## src/wdr_pkg.sv

```systemverilog
// package: register map, field layout and timing constants of the watchdog unit
`default_nettype none

package wdr_pkg;

  ////////////////////////////////////////////////////////////////////////////
  // special-function addresses
  localparam logic [7:0] WATCHDOG_KEY_ADDR     = 8'ha6;
  localparam logic [7:0] WATCHDOG_CONTROL_ADDR = 8'ha7;

  ////////////////////////////////////////////////////////////////////////////
  // control register field positions
  localparam int PERIOD_SELECT_MSB = 7;
  localparam int PERIOD_SELECT_LSB = 5;
  localparam int IDLE_FREEZE_BIT   = 4;
  localparam int UNUSED_BIT        = 3;
  localparam int SOFT_RESET_BIT    = 2;
  localparam int OVERFLOW_BIT      = 1;
  localparam int RUNNING_BIT       = 0;

  // reset value of the control register (flags survive the reset they record)
  localparam logic [7:0] WATCHDOG_CONTROL_RESET = 8'h00;

  ////////////////////////////////////////////////////////////////////////////
  // key bytes
  localparam logic [7:0] KEY_FEED_FIRST  = 8'h1e;
  localparam logic [7:0] KEY_FEED_SECOND = 8'he1;
  localparam logic [7:0] KEY_SOFT_FIRST  = 8'h5a;
  localparam logic [7:0] KEY_SOFT_SECOND = 8'ha5;

  ////////////////////////////////////////////////////////////////////////////
  // counter widths and timing
  localparam int COUNT_WIDTH     = 14;
  localparam int PRESCALE_WIDTH  = 7;
  localparam logic [COUNT_WIDTH-1:0]    COUNT_RESET    = 14'h0000;
  localparam logic [COUNT_WIDTH-1:0]    COUNT_LAST     = 14'h3fff;
  localparam logic [PRESCALE_WIDTH-1:0] PRESCALE_RESET = 7'h00;
  // length of the internal reset pulse, in clock cycles
  localparam logic [2:0] RST_PULSE_CYC  = 3'h4;

  ////////////////////////////////////////////////////////////////////////////
  // control register image, bit 7 first
  typedef struct packed {
    logic [2:0] period_select;
    logic       idle_freeze;
    logic       unused;
    logic       soft_reset_flag;
    logic       overflow_reset_flag;
    logic       running_status;
  } wdr_ctrl_t;

  // key-sequence checker states
  typedef enum logic [1:0] {
    KEY_IDLE,
    KEY_WAIT_FEED,
    KEY_WAIT_SOFT
  } wdr_key_state_t;

endpackage

`default_nettype wire

```

## src/wdr_watchdog_unit.sv

```systemverilog
// module: watchdog unit with key register, control register and reset generator
//
// Summary of operation
// counter advances once every clock cycle
// any reset stops; power-down stops counting
// period select gives 2^(value+14) cycles
// 14-bit count stage behind 7-bit prescaler
// unfed time-out issues internal reset pulse
// 1eh then e1h starts the watchdog
// running bit reads status, ignores writes
// feed pair restarts count, avoiding reset
// no other register write between bytes; the checker does not police this
// wrong enable or feed resets at once
// 5ah then a5h gives software reset
// software reset sets only soft flag
// any other sequence resets, sets both flags
// time-out reset sets the overflow flag
// flags persist through reset; software clears
// idle freeze bit holds count in idle
// key write-only at a6h, control a7h
// control bits: select, freeze, -, flags, running
// first byte held; wrong partner is error
`default_nettype none

module wdr_watchdog_unit (
  input  wire logic       i_core_clk,
  input  wire logic       i_sys_rst,
  // core status, all in the core clock domain
  input  wire logic       i_cpu_rst,
  input  wire logic       i_idle,
  input  wire logic       i_power_down,
  // special-function register bus
  input  wire logic [7:0] i_sfr_addr,
  input  wire logic       i_sfr_wr,
  input  wire logic [7:0] i_sfr_wdata,
  input  wire logic       i_sfr_rd,
  output logic      [7:0] o_sfr_rdata,
  // reset request and status levels to the core
  output logic            o_wdt_rst,
  output logic            o_running_status,
  output logic            o_soft_reset_flag,
  output logic            o_overflow_reset_flag
);

  ////////////////////////////////////////////////////////////////////////////
  // state
  // every flip-flop sits on the one core clock; the resets, idle,
  // power-down and bus inputs come from core logic in that domain, so
  // none of them passes a synchroniser

  wdr_pkg::wdr_ctrl_t                          ctrl_q;
  wdr_pkg::wdr_ctrl_t                          ctrl_d;
  wdr_pkg::wdr_key_state_t                     key_q;
  wdr_pkg::wdr_key_state_t                     key_d;
  logic [wdr_pkg::PRESCALE_WIDTH-1:0]          presc_q;
  logic [wdr_pkg::PRESCALE_WIDTH-1:0]          presc_d;
  logic [wdr_pkg::COUNT_WIDTH-1:0]             count_q;
  logic [wdr_pkg::COUNT_WIDTH-1:0]             count_d;
  logic                                        rst_act_q;
  logic                                        rst_act_d;
  logic [2:0]                                  rst_cnt_q;
  logic [2:0]                                  rst_cnt_d;
  logic [7:0]                                  rdata_q;
  logic [7:0]                                  rdata_d;

  ////////////////////////////////////////////////////////////////////////////
  // address decode

  wire logic key_sel;
  wire logic ctrl_sel;
  wire logic key_wr;
  wire logic ctrl_wr;
  wire logic ctrl_rd;
  wire logic any_rst;

  // every reset of the core, including our own pulse, stops the watchdog
  assign any_rst  = i_cpu_rst | rst_act_q;
  assign key_sel  = (i_sfr_addr == wdr_pkg::WATCHDOG_KEY_ADDR);
  assign ctrl_sel = (i_sfr_addr == wdr_pkg::WATCHDOG_CONTROL_ADDR);
  // writes during the reset pulse are dropped: the core is held anyway
  assign key_wr   = i_sfr_wr & key_sel & ~any_rst;
  assign ctrl_wr  = i_sfr_wr & ctrl_sel & ~any_rst;
  // reads are not gated: the core may look at the cause flags while
  // its own reset is still being stretched
  assign ctrl_rd  = i_sfr_rd & ctrl_sel;

  ////////////////////////////////////////////////////////////////////////////
  // key byte matching

  wire logic byte_feed_first;
  wire logic byte_feed_second;
  wire logic byte_soft_first;
  wire logic byte_soft_second;

  assign byte_feed_first  = (i_sfr_wdata == wdr_pkg::KEY_FEED_FIRST);
  assign byte_feed_second = (i_sfr_wdata == wdr_pkg::KEY_FEED_SECOND);
  assign byte_soft_first  = (i_sfr_wdata == wdr_pkg::KEY_SOFT_FIRST);
  assign byte_soft_second = (i_sfr_wdata == wdr_pkg::KEY_SOFT_SECOND);

  ////////////////////////////////////////////////////////////////////////////
  // key-sequence checker
  // the checker only watches the key address; other register writes between
  // the two bytes are the caller's duty to avoid and are not policed here
  // enable and feed are the same pair: written while stopped it starts
  // the unit, written while running it restarts the count
  // a first byte that opens no pair, or a wrong partner, counts as a
  // software fault and resets at once with both cause flags set

  logic feed_ok;
  logic soft_ok;
  logic key_bad;

  // first byte is remembered until the next key write or any reset
  always_comb begin
    key_d   = key_q;
    feed_ok = 1'b0;
    soft_ok = 1'b0;
    key_bad = 1'b0;
    if (key_wr) begin
      case (key_q)
        wdr_pkg::KEY_IDLE: begin
          if (byte_feed_first) begin
            key_d = wdr_pkg::KEY_WAIT_FEED;
          end else if (byte_soft_first) begin
            key_d = wdr_pkg::KEY_WAIT_SOFT;
          end else begin
            key_bad = 1'b1;
          end
        end
        // second byte of enable or feed
        wdr_pkg::KEY_WAIT_FEED: begin
          key_d = wdr_pkg::KEY_IDLE;
          if (byte_feed_second) begin
            feed_ok = 1'b1;
          end else begin
            key_bad = 1'b1;
          end
        end
        // second byte of the software reset pair
        wdr_pkg::KEY_WAIT_SOFT: begin
          key_d = wdr_pkg::KEY_IDLE;
          if (byte_soft_second) begin
            soft_ok = 1'b1;
          end else begin
            key_bad = 1'b1;
          end
        end
        // unreachable encoding: fall back to idle
        default: begin
          key_d = wdr_pkg::KEY_IDLE;
        end
      endcase
    end
  end

  ////////////////////////////////////////////////////////////////////////////
  // prescaler and count stage
  // the prescaler is a free 7-bit counter; the count stage steps whenever
  // the low period_select bits of the prescaler are all ones, so the whole
  // chain spans 2^(14+select) cycles from a restart
  // limitation: the separate timer prescaler that can stretch the period
  // further sits outside this block, so the longest period here is 2^21
  // cycles; an overflow during any reset is dropped, since the reset
  // already stops the unit and must not leave a stray overflow flag

  wire logic [7:0]                         presc_one;
  wire logic [wdr_pkg::PRESCALE_WIDTH-1:0] presc_mask;
  wire logic                               count_en;
  wire logic                               presc_tick;
  wire logic                               overflow;

  assign presc_one  = 8'h01 << ctrl_q.period_select;
  assign presc_mask = 7'(presc_one - 8'h01);
  // one step per core clock; held in power-down, and in idle when frozen
  assign count_en   = ctrl_q.running_status & ~i_power_down
                    & ~(i_idle & ctrl_q.idle_freeze);
  assign presc_tick = count_en & ((presc_q & presc_mask) == presc_mask);
  assign overflow   = presc_tick & (count_q == wdr_pkg::COUNT_LAST)
                    & ~feed_ok & ~any_rst;

  // a feed in the same cycle as the last step wins: software was in time
  always_comb begin
    presc_d = presc_q;
    count_d = count_q;
    if (any_rst || feed_ok || overflow) begin
      presc_d = wdr_pkg::PRESCALE_RESET;
      count_d = wdr_pkg::COUNT_RESET;
    end else if (count_en) begin
      presc_d = presc_q + 7'h01;
      if (presc_tick) begin
        count_d = count_q + 14'h0001;
      end
    end
  end

  ////////////////////////////////////////////////////////////////////////////
  // internal reset pulse generator
  // a new trigger is blocked while any reset is active, so a late event
  // can neither stretch nor restart the pulse, and the counter always
  // runs its full length

  wire logic rst_trigger;

  assign rst_trigger = ~any_rst & (overflow | soft_ok | key_bad);

  // a fixed-length pulse, so the core sees a clean reset of known width
  always_comb begin
    rst_act_d = rst_act_q;
    rst_cnt_d = rst_cnt_q;
    if (rst_trigger) begin
      rst_act_d = 1'b1;
      rst_cnt_d = wdr_pkg::RST_PULSE_CYC - 3'h1;
    end else if (rst_act_q) begin
      if (rst_cnt_q == 3'h0) begin
        rst_act_d = 1'b0;
      end else begin
        rst_cnt_d = rst_cnt_q - 3'h1;
      end
    end
  end

  ////////////////////////////////////////////////////////////////////////////
  // control register next value
  // setup fields return to zero on any reset, since the unit must be
  // enabled again afterwards; the flags do not, so software can read
  // the cause once the core runs again

  wire logic soft_set;
  wire logic ovf_set;
  wire logic soft_clr;
  wire logic ovf_clr;

  assign soft_set = soft_ok | key_bad;
  assign ovf_set  = overflow | key_bad;
  // software clears a flag by writing 0 to it; a write of 1 leaves it
  assign soft_clr = ctrl_wr & ~i_sfr_wdata[wdr_pkg::SOFT_RESET_BIT];
  assign ovf_clr  = ctrl_wr & ~i_sfr_wdata[wdr_pkg::OVERFLOW_BIT];

  // both cause flags share one shape: set by their event, cleared when
  // software writes 0 to their bit, kept through every reset but power-on;
  // a set in the cycle of a clear wins, so no reset cause is ever lost
  // bit 1 carries the soft-reset flag, bit 0 the overflow flag

  wire logic [1:0] flag_q;
  wire logic [1:0] flag_set;
  wire logic [1:0] flag_clr;
  wire logic [1:0] flag_d;

  // gather the per-flag terms
  assign flag_q   = {ctrl_q.soft_reset_flag, ctrl_q.overflow_reset_flag};
  assign flag_set = {soft_set, ovf_set};
  assign flag_clr = {soft_clr, ovf_clr};

  // one set/clear cell per flag
  for (genvar f = 0; f < 2; f++) begin : g_flag
    assign flag_d[f] = (flag_q[f] & ~flag_clr[f]) | flag_set[f];
  end

  always_comb begin
    ctrl_d = ctrl_q;
    if (any_rst) begin
      // reset clears setup and stops the unit but keeps the cause flags
      ctrl_d.period_select  = 3'h0;
      ctrl_d.idle_freeze    = 1'b0;
      ctrl_d.running_status = 1'b0;
    end else begin
      if (ctrl_wr) begin
        ctrl_d.period_select =
          i_sfr_wdata[wdr_pkg::PERIOD_SELECT_MSB:wdr_pkg::PERIOD_SELECT_LSB];
        ctrl_d.idle_freeze   = i_sfr_wdata[wdr_pkg::IDLE_FREEZE_BIT];
      end
      // running bit follows the key sequence only, never a write
      if (feed_ok) begin
        ctrl_d.running_status = 1'b1;
      end
    end
    ctrl_d.unused = 1'b0;
    // cause flags come from their set/clear cells
    ctrl_d.soft_reset_flag     = flag_d[1];
    ctrl_d.overflow_reset_flag = flag_d[0];
  end

  ////////////////////////////////////////////////////////////////////////////
  // read path
  // only the control register answers; the key register reads as zero,
  // as does every other address, since it holds nothing to show

  assign rdata_d = ctrl_rd ? ctrl_q : 8'h00;

  ////////////////////////////////////////////////////////////////////////////
  // registers
  // only the power-on reset clears these flip-flops; the core reset and
  // our own pulse act through the next-value logic above, which is what
  // lets the cause flags survive them

  // control register and key checker
  always_ff @(posedge i_core_clk) begin
    if (i_sys_rst) begin
      ctrl_q <= wdr_pkg::WATCHDOG_CONTROL_RESET;
      key_q  <= wdr_pkg::KEY_IDLE;
    end else begin
      ctrl_q <= ctrl_d;
      key_q  <= any_rst ? wdr_pkg::KEY_IDLE : key_d;
    end
  end

  // prescaler and count stage
  always_ff @(posedge i_core_clk) begin
    if (i_sys_rst) begin
      presc_q <= wdr_pkg::PRESCALE_RESET;
      count_q <= wdr_pkg::COUNT_RESET;
    end else begin
      presc_q <= presc_d;
      count_q <= count_d;
    end
  end

  // reset pulse generator and read data
  always_ff @(posedge i_core_clk) begin
    if (i_sys_rst) begin
      rst_act_q <= 1'b0;
      rst_cnt_q <= 3'h0;
      rdata_q   <= 8'h00;
    end else begin
      rst_act_q <= rst_act_d;
      rst_cnt_q <= rst_cnt_d;
      rdata_q   <= rdata_d;
    end
  end

  ////////////////////////////////////////////////////////////////////////////
  // outputs, all from flip-flops
  // the flags and running bit also leave as levels, so the reset logic
  // can tell a software fault from a deliberate software reset

  assign o_sfr_rdata           = rdata_q;
  assign o_wdt_rst             = rst_act_q;
  assign o_running_status      = ctrl_q.running_status;
  assign o_soft_reset_flag     = ctrl_q.soft_reset_flag;
  assign o_overflow_reset_flag = ctrl_q.overflow_reset_flag;

endmodule

`default_nettype wire

```

## config.mk

```make
export PLATFORM = sky130hd
export DESIGN_NAME = wdr_watchdog_unit
export DESIGN_NICKNAME = d
export VERILOG_FILES = /design/src/wdr_pkg.sv /design/src/wdr_watchdog_unit.sv
export SDC_FILE = /design/constraint.sdc
export NUM_CORES = 1
export LEC_CHECK = 0
export BUFFER_PORTS_ARGS = -buffer_cell sky130_fd_sc_hd__clkbuf_2
export CORE_ASPECT_RATIO = 0.8
export CORE_MARGIN = 2
export CORE_UTILIZATION = 50
export CTS_BUF_LIST = sky130_fd_sc_hd__clkbuf_4 sky130_fd_sc_hd__clkbuf_8 sky130_fd_sc_hd__clkbuf_16
export DETAILED_ROUTE_END_ITERATION = 12
export PLACE_DENSITY = 0.78
export RECOVER_POWER = 100
export SLEW_MARGIN = 20
export SYNTH_ARGS = -nofsm -noshare
export SYNTH_HDL_FRONTEND = slang
export SYNTH_SLANG_ARGS = --single-unit
```

## constraint.sdc

```tcl
create_clock -name i_core_clk -period 3.7 [get_ports i_core_clk]
set_input_delay 0.37 -clock i_core_clk [delete_from_list [all_inputs] [get_ports i_core_clk]]
set_output_delay 0.37 -clock i_core_clk [all_outputs]
set_load 0.02 [all_outputs]
```

# Word-level counts from Yosys, hierarchy flattened
# Index checks and enable logic that the tools add are counted.
# totals
register_bits	43
out_inout_bits	12
wordCells	99
# classes
shift	1
n_eq_ne	12
addsub	4
bitwise_logic	35
n_reduce_logical	13
mux	21
# ops
op	n
$eq 8x8->1 const B	4
$and 1x1->1	17
$add 14x1->14 const B	1
$eq 14x14->1 const B	1
$mux 1	14
$mux 2	6
$not 1->1	10
$eq 8x5->1 const B	1
$eq 8x7->1 const B	1
$reduce_and 2->1	4
$reduce_or 2->1	4
$add 7x1->7 const B	1
$and 7x7->7	1
$eq 7x7->1	1
$or 1x1->1	7
$shl 1x3->7 const A	1
$sub 7x1->7 const B	1
$logic_not 3->1	1
$ne 3x3->1 const B	1
$pmux 1 s3	1
$sub 3x1->3 const B	1
$eq 2x1->1 const B	1
$eq 2x2->1 const B	1
$logic_not 2->1	1
3 further kinds	4

# Logic depth before layout (Yosys ltp)
# depth
ltp_word	13
ltp_mapped	8
ltp_nobuf	7

# Least setup slack after synthesis
# No wires, ideal clock.
# synth_path
kind	register to register
startpoint	reg ctrl_q (netlist bit o_running_status)
endpoint	reg count_q[0] in the netlist's numbering
slack_ns	1.718
n_path_buf	2
stages_incl_launch_ff	9
required_ns	3.583
synth_period_minus_slack_ns	1.982
setup_time_ns	0.117
arrival_ns	1.864
cell_sequence	dfxtp_1 inv_1 a211oi_2 nand2_1 buf_2 nor4_1 or3_1 buf_2 nor2_1
# synth_via
elab_chain_len	8
elab_cells_between_ends	9
classes_between	bitwise (6); reduce/logical (3)
# synth_rtl
element	line_no	text
from (decl)	wdr_watchdog_unit.sv:51	wdr_pkg::wdr_ctrl_t ctrl_q;
from (signal assigned)	wdr_watchdog_unit.sv:299	ctrl_q <= wdr_pkg::WATCHDOG_CONTROL_RESET;
from (signal assigned)	wdr_watchdog_unit.sv:302	ctrl_q <= ctrl_d;
$and 1x1->1 (*)	wdr_watchdog_unit.sv:175	assign count_en = ctrl_q.running_status & ~i_power_down
$and 1x1->1 (*)	wdr_watchdog_unit.sv:176	& ~(i_idle & ctrl_q.idle_freeze);
$and 1x1->1	wdr_watchdog_unit.sv:177	assign presc_tick = count_en & ((presc_q & presc_mask) == presc_mask);
$and 1x1->1	wdr_watchdog_unit.sv:178	assign overflow = presc_tick & (count_q == wdr_pkg::COUNT_LAST)
$and 1x1->1 (2 in series)	wdr_watchdog_unit.sv:179	& ~feed_ok & ~any_rst;
$logic_or 1x1->1	wdr_watchdog_unit.sv:185	if (any_rst || feed_ok || overflow) begin
$reduce_or 2->1 (no line)	--	
to (signal assigned)	wdr_watchdog_unit.sv:311	count_q <= wdr_pkg::COUNT_RESET;
to (signal assigned)	wdr_watchdog_unit.sv:314	count_q <= count_d;
to (decl)	wdr_watchdog_unit.sv:57	logic [wdr_pkg::COUNT_WIDTH-1:0] count_q;
# Every way passes the cells marked *; elsewhere a longest branch is shown, timed or not.
# A chain may end at the register's enable or synchronous reset.

# Worst setup path after layout
# layout_path
startpoint	reg ctrl_q (netlist bit o_running_status)
endpoint	reg count_q[2] in the netlist's numbering
# The elaborated chain is that of the path after synthesis.

==> run metrics <==
r2r startpoint=o_running_status$_SDFFE_PP0P_; Crit. End Element=flop; met3 GRT Util=under 10%; Seq pwr share=48.9%; placed instance area=about 2100 um^2; ANT cells=0; total of max-cap violations=0; reg2reg path depth=6; IO Port Bufs=33; Least-Margin Pin Slew=around 730 ps; Clock Path Buffers=2; pin count of the biggest net entering global routing=22; initial core utilization=about half; Clock Pin Slew Worst Setup and Hold Paths=80 ps; first drt pass iteration count=4; Setup TNS=0 ps; # clock sinks=41; CP required=3860 ps; vias in the first global route=approximately 1.4k; post-CTS setup buffer count=0; Final Hold Fails=0; Worst Path Arrival=2720 ps; Syn Inst Count=224; first-pass GRT wire length=~6000 um; Die Y=59.5 um; CTS tree=yes; grt met2 use=26.4%; flip-flop and latch count after synthesis=41; fraction of layout cells with a size suffix above 1=12.5%; PostCTS Resize Cnt=0; syn_nets=251; Clock Skew=8.70 ps; combinational fraction of design power=under 10%; CTS buffer count=5; crit-path cells=inv_1, a211oi_2, nand2_1, nor4_1, or3_1, nor2_1; Rel. slew slack=approximately half; mean routed wirelength per cell=12.0 um; Critical Path Max Stage Delay=650 ps; reg2reg setup slack=1140 ps; root buffer cell=clkbuf_8; Die X=between 70 and 80 um; DRC=0; gpl congestion=roughly 0.80; GRT Total Usage=about 18%; Setup Viol. Count Final=0; Hold EP=ctrl_q[4]$_SDFFE_PP0P_; CTS Hold Bufs=0; CP Class=flop to flop; dpl hpwl=between 2000 and 3000 um; io pins=35; Reg-to-Reg End=count_q[2]$_SDFFE_PP0P_; post-route antenna net violation count=0; initial antenna violation count=0; internal power=between 700 and 800 uW; fraction of registers with async set/reset=0%; Switching Share=19.6%; Nets=283; Distinct cells, synth=39; synthesized area=1920 um^2; commonest non-fill, non-tap cell in the layout=dfxtp_1; area grow syn2layout=15.8%; commonest cells after routing, fill and taps aside=41 x dfxtp_1, 32 x nor2_1, 22 x clkbuf_2; Final Max Tran Viols=0; Worst-Skew Late Latency=300 ps; Initial DRC Count=84; critical-path maximum fanout=21; vias after detailed routing=1602; Top Usage Layer GRT=met2; hold path start=i_sfr_wdata[4]; startpoint types=flop; Synth Warn #=0; top cell type's share of synthesized area=between 40% and 50%; Synth Flop Type=dfxtp_1; unrepaired setup endpoints after global routing=false; post-route clock period utilization=69.2%; status=finished clean; Slowest-stage cell, CP=or3_1; Std-Cell Core Area=3750 um^2; HP Class=input port to flop; post-route setup slack=around 1100 ps; Pleak=0.000789 uW; Finished Cell Area=2230 um^2; die area=4360 um^2; met1 Track Usage GR=between 20 and 25%; area leader, netlist=dfxtp_1; post-route minimum period=2560 ps; EDFF count, synth=0; vias per cell=5.32; power per cell area=between 400 and 500 nW/um^2; syn avg cell area=8.58 um^2; drt total wl=3630 um; Hold Path Depth=3; Fmax achieved=0.390 GHz; register area share after synthesis=42.7%; part of the power in the clock network=47.8%; CTS H-tree depth=2; total gr overflow=0; Max rail drop VDD=0.235 mV; Psw=176 uW; synth top area cells=dfxtp_1 43%, xnor2_1 6.8%, nor2_1 6.3%; num rows=20; worst slack, placed=985 ps
[worst max-delay path: cells and delay by family, from the launching register on]
kind                   cells  cell delay [ps]
AO/OA/AOI/OAI              1              440
buffers and inverters      1               70
flip-flops                 1              350
AND/OR/NAND/NOR            4             1550
[synthesized netlist by cell type, types with 2 or more instances]
| cell | count |
|---|---|
| dfxtp_1 | 41 |
| nor2_1 | 32 |
| nand2_1 | 21 |
| xnor2_1 | 15 |
| a21oi_1 | 11 |
| nand3_1 | 10 |
| and2_1 | 7 |
| nor4_1 | 7 |
| mux2i_1 | 6 |
| nor3_1 | 6 |
| or3_1 | 6 |
| buf_2 | 5 |
| nand4_1 | 5 |
| o21ai_0 | 5 |
| ha_1 | 4 |
| inv_1 | 4 |
| nand2b_1 | 4 |
| nor4b_1 | 4 |
| xor2_1 | 4 |
| nor2b_1 | 3 |
| nor4bb_1 | 3 |
| and3_1 | 2 |
| and4_1 | 2 |
| nor3b_1 | 2 |
[power by group through the flow]
stage	registers [uW]	clock network, uW	logic (uW)
after floorplan	451	0	14.4
after global placement	451	0	29.1
after detailed placement	451	0	29.5
after CTS	441	440	29.6
after global routing	441	457	32.5
final	441	431	29.6
[metrics by stage]
| stage | std cells | hold slack [ps] | util [%] | total power [uW] |
|---|---|---|---|---|
| finish | 301 | 344 | 59.3 | 902 |
| global route | 301 | 352 | 59.3 | 931 |
| CTS | 301 | 343 | 59.7 | 910 |
| detailed placement | 293 | 476 | 56.0 | 481 |
| global placement | 293 | 475 | 56.0 | 480 |
| floorplan | 224 | 473 | - | 466 |
[kinds of logic (layout without fill, tap and decap cells)]
logic type,Yosys count,after routing,share of synthesized area [%]
AND/OR/NAND/NOR,118,118,32.6
adder cells (fa/ha/maj),4,4,2.60
AO/OA/AOI/OAI,23,23,7.29
other,1,1,0.195
multiplexers,6,6,3.13
flip-flops,41,41,42.7
buffers and inverters,12,45,2.86
XOR/XNOR,19,19,8.66
[routing by layer]
metal  wire length, um  part of all wire [%]
met3               199                   5.5
met4                58                   1.6
met2              1650                    45
met1              1720                    47
met5                 0                     0
[worst max path at each step]
| stage | from | end | cells past startpoint |
|---|---|---|---|
| after floorplan | o_running_status$_SDFFE_PP0P_ | count_q[0]$_SDFFE_PP0P_ | 8 |
| after global placement | i_idle | presc_q[6]$_SDFFE_PP0P_ | 6 |
| after detailed placement | i_idle | count_q[2]$_SDFFE_PP0P_ | 6 |
| after CTS | o_running_status$_SDFFE_PP0P_ | count_q[11]$_SDFFE_PP0P_ | 6 |
| after global routing | o_running_status$_SDFFE_PP0P_ | presc_q[6]$_SDFFE_PP0P_ | 6 |
| final | o_running_status$_SDFFE_PP0P_ | count_q[2]$_SDFFE_PP0P_ | 6 |
[registers in the layout (all words and copies together) (netlist names)]
signal	cells
count_q	14
ctrl_q	4
key_q	2
o_overflow_reset_flag	1
o_running_status	1
o_sfr_rdata	7
o_soft_reset_flag	1
o_wdt_rst	1
presc_q	7
rst_cnt_q	3
[layout make-up]
cell class,instances,area (um^2)
clock buffer,5,68.8
clock inverter,3,68.8
fill,339,1530
inverter,4,15.0
multi-input combinational,171,1050
sequential,41,821
tap,44,55.1
timing repair buffer,33,151
Power figures use the tool's default switching activity.
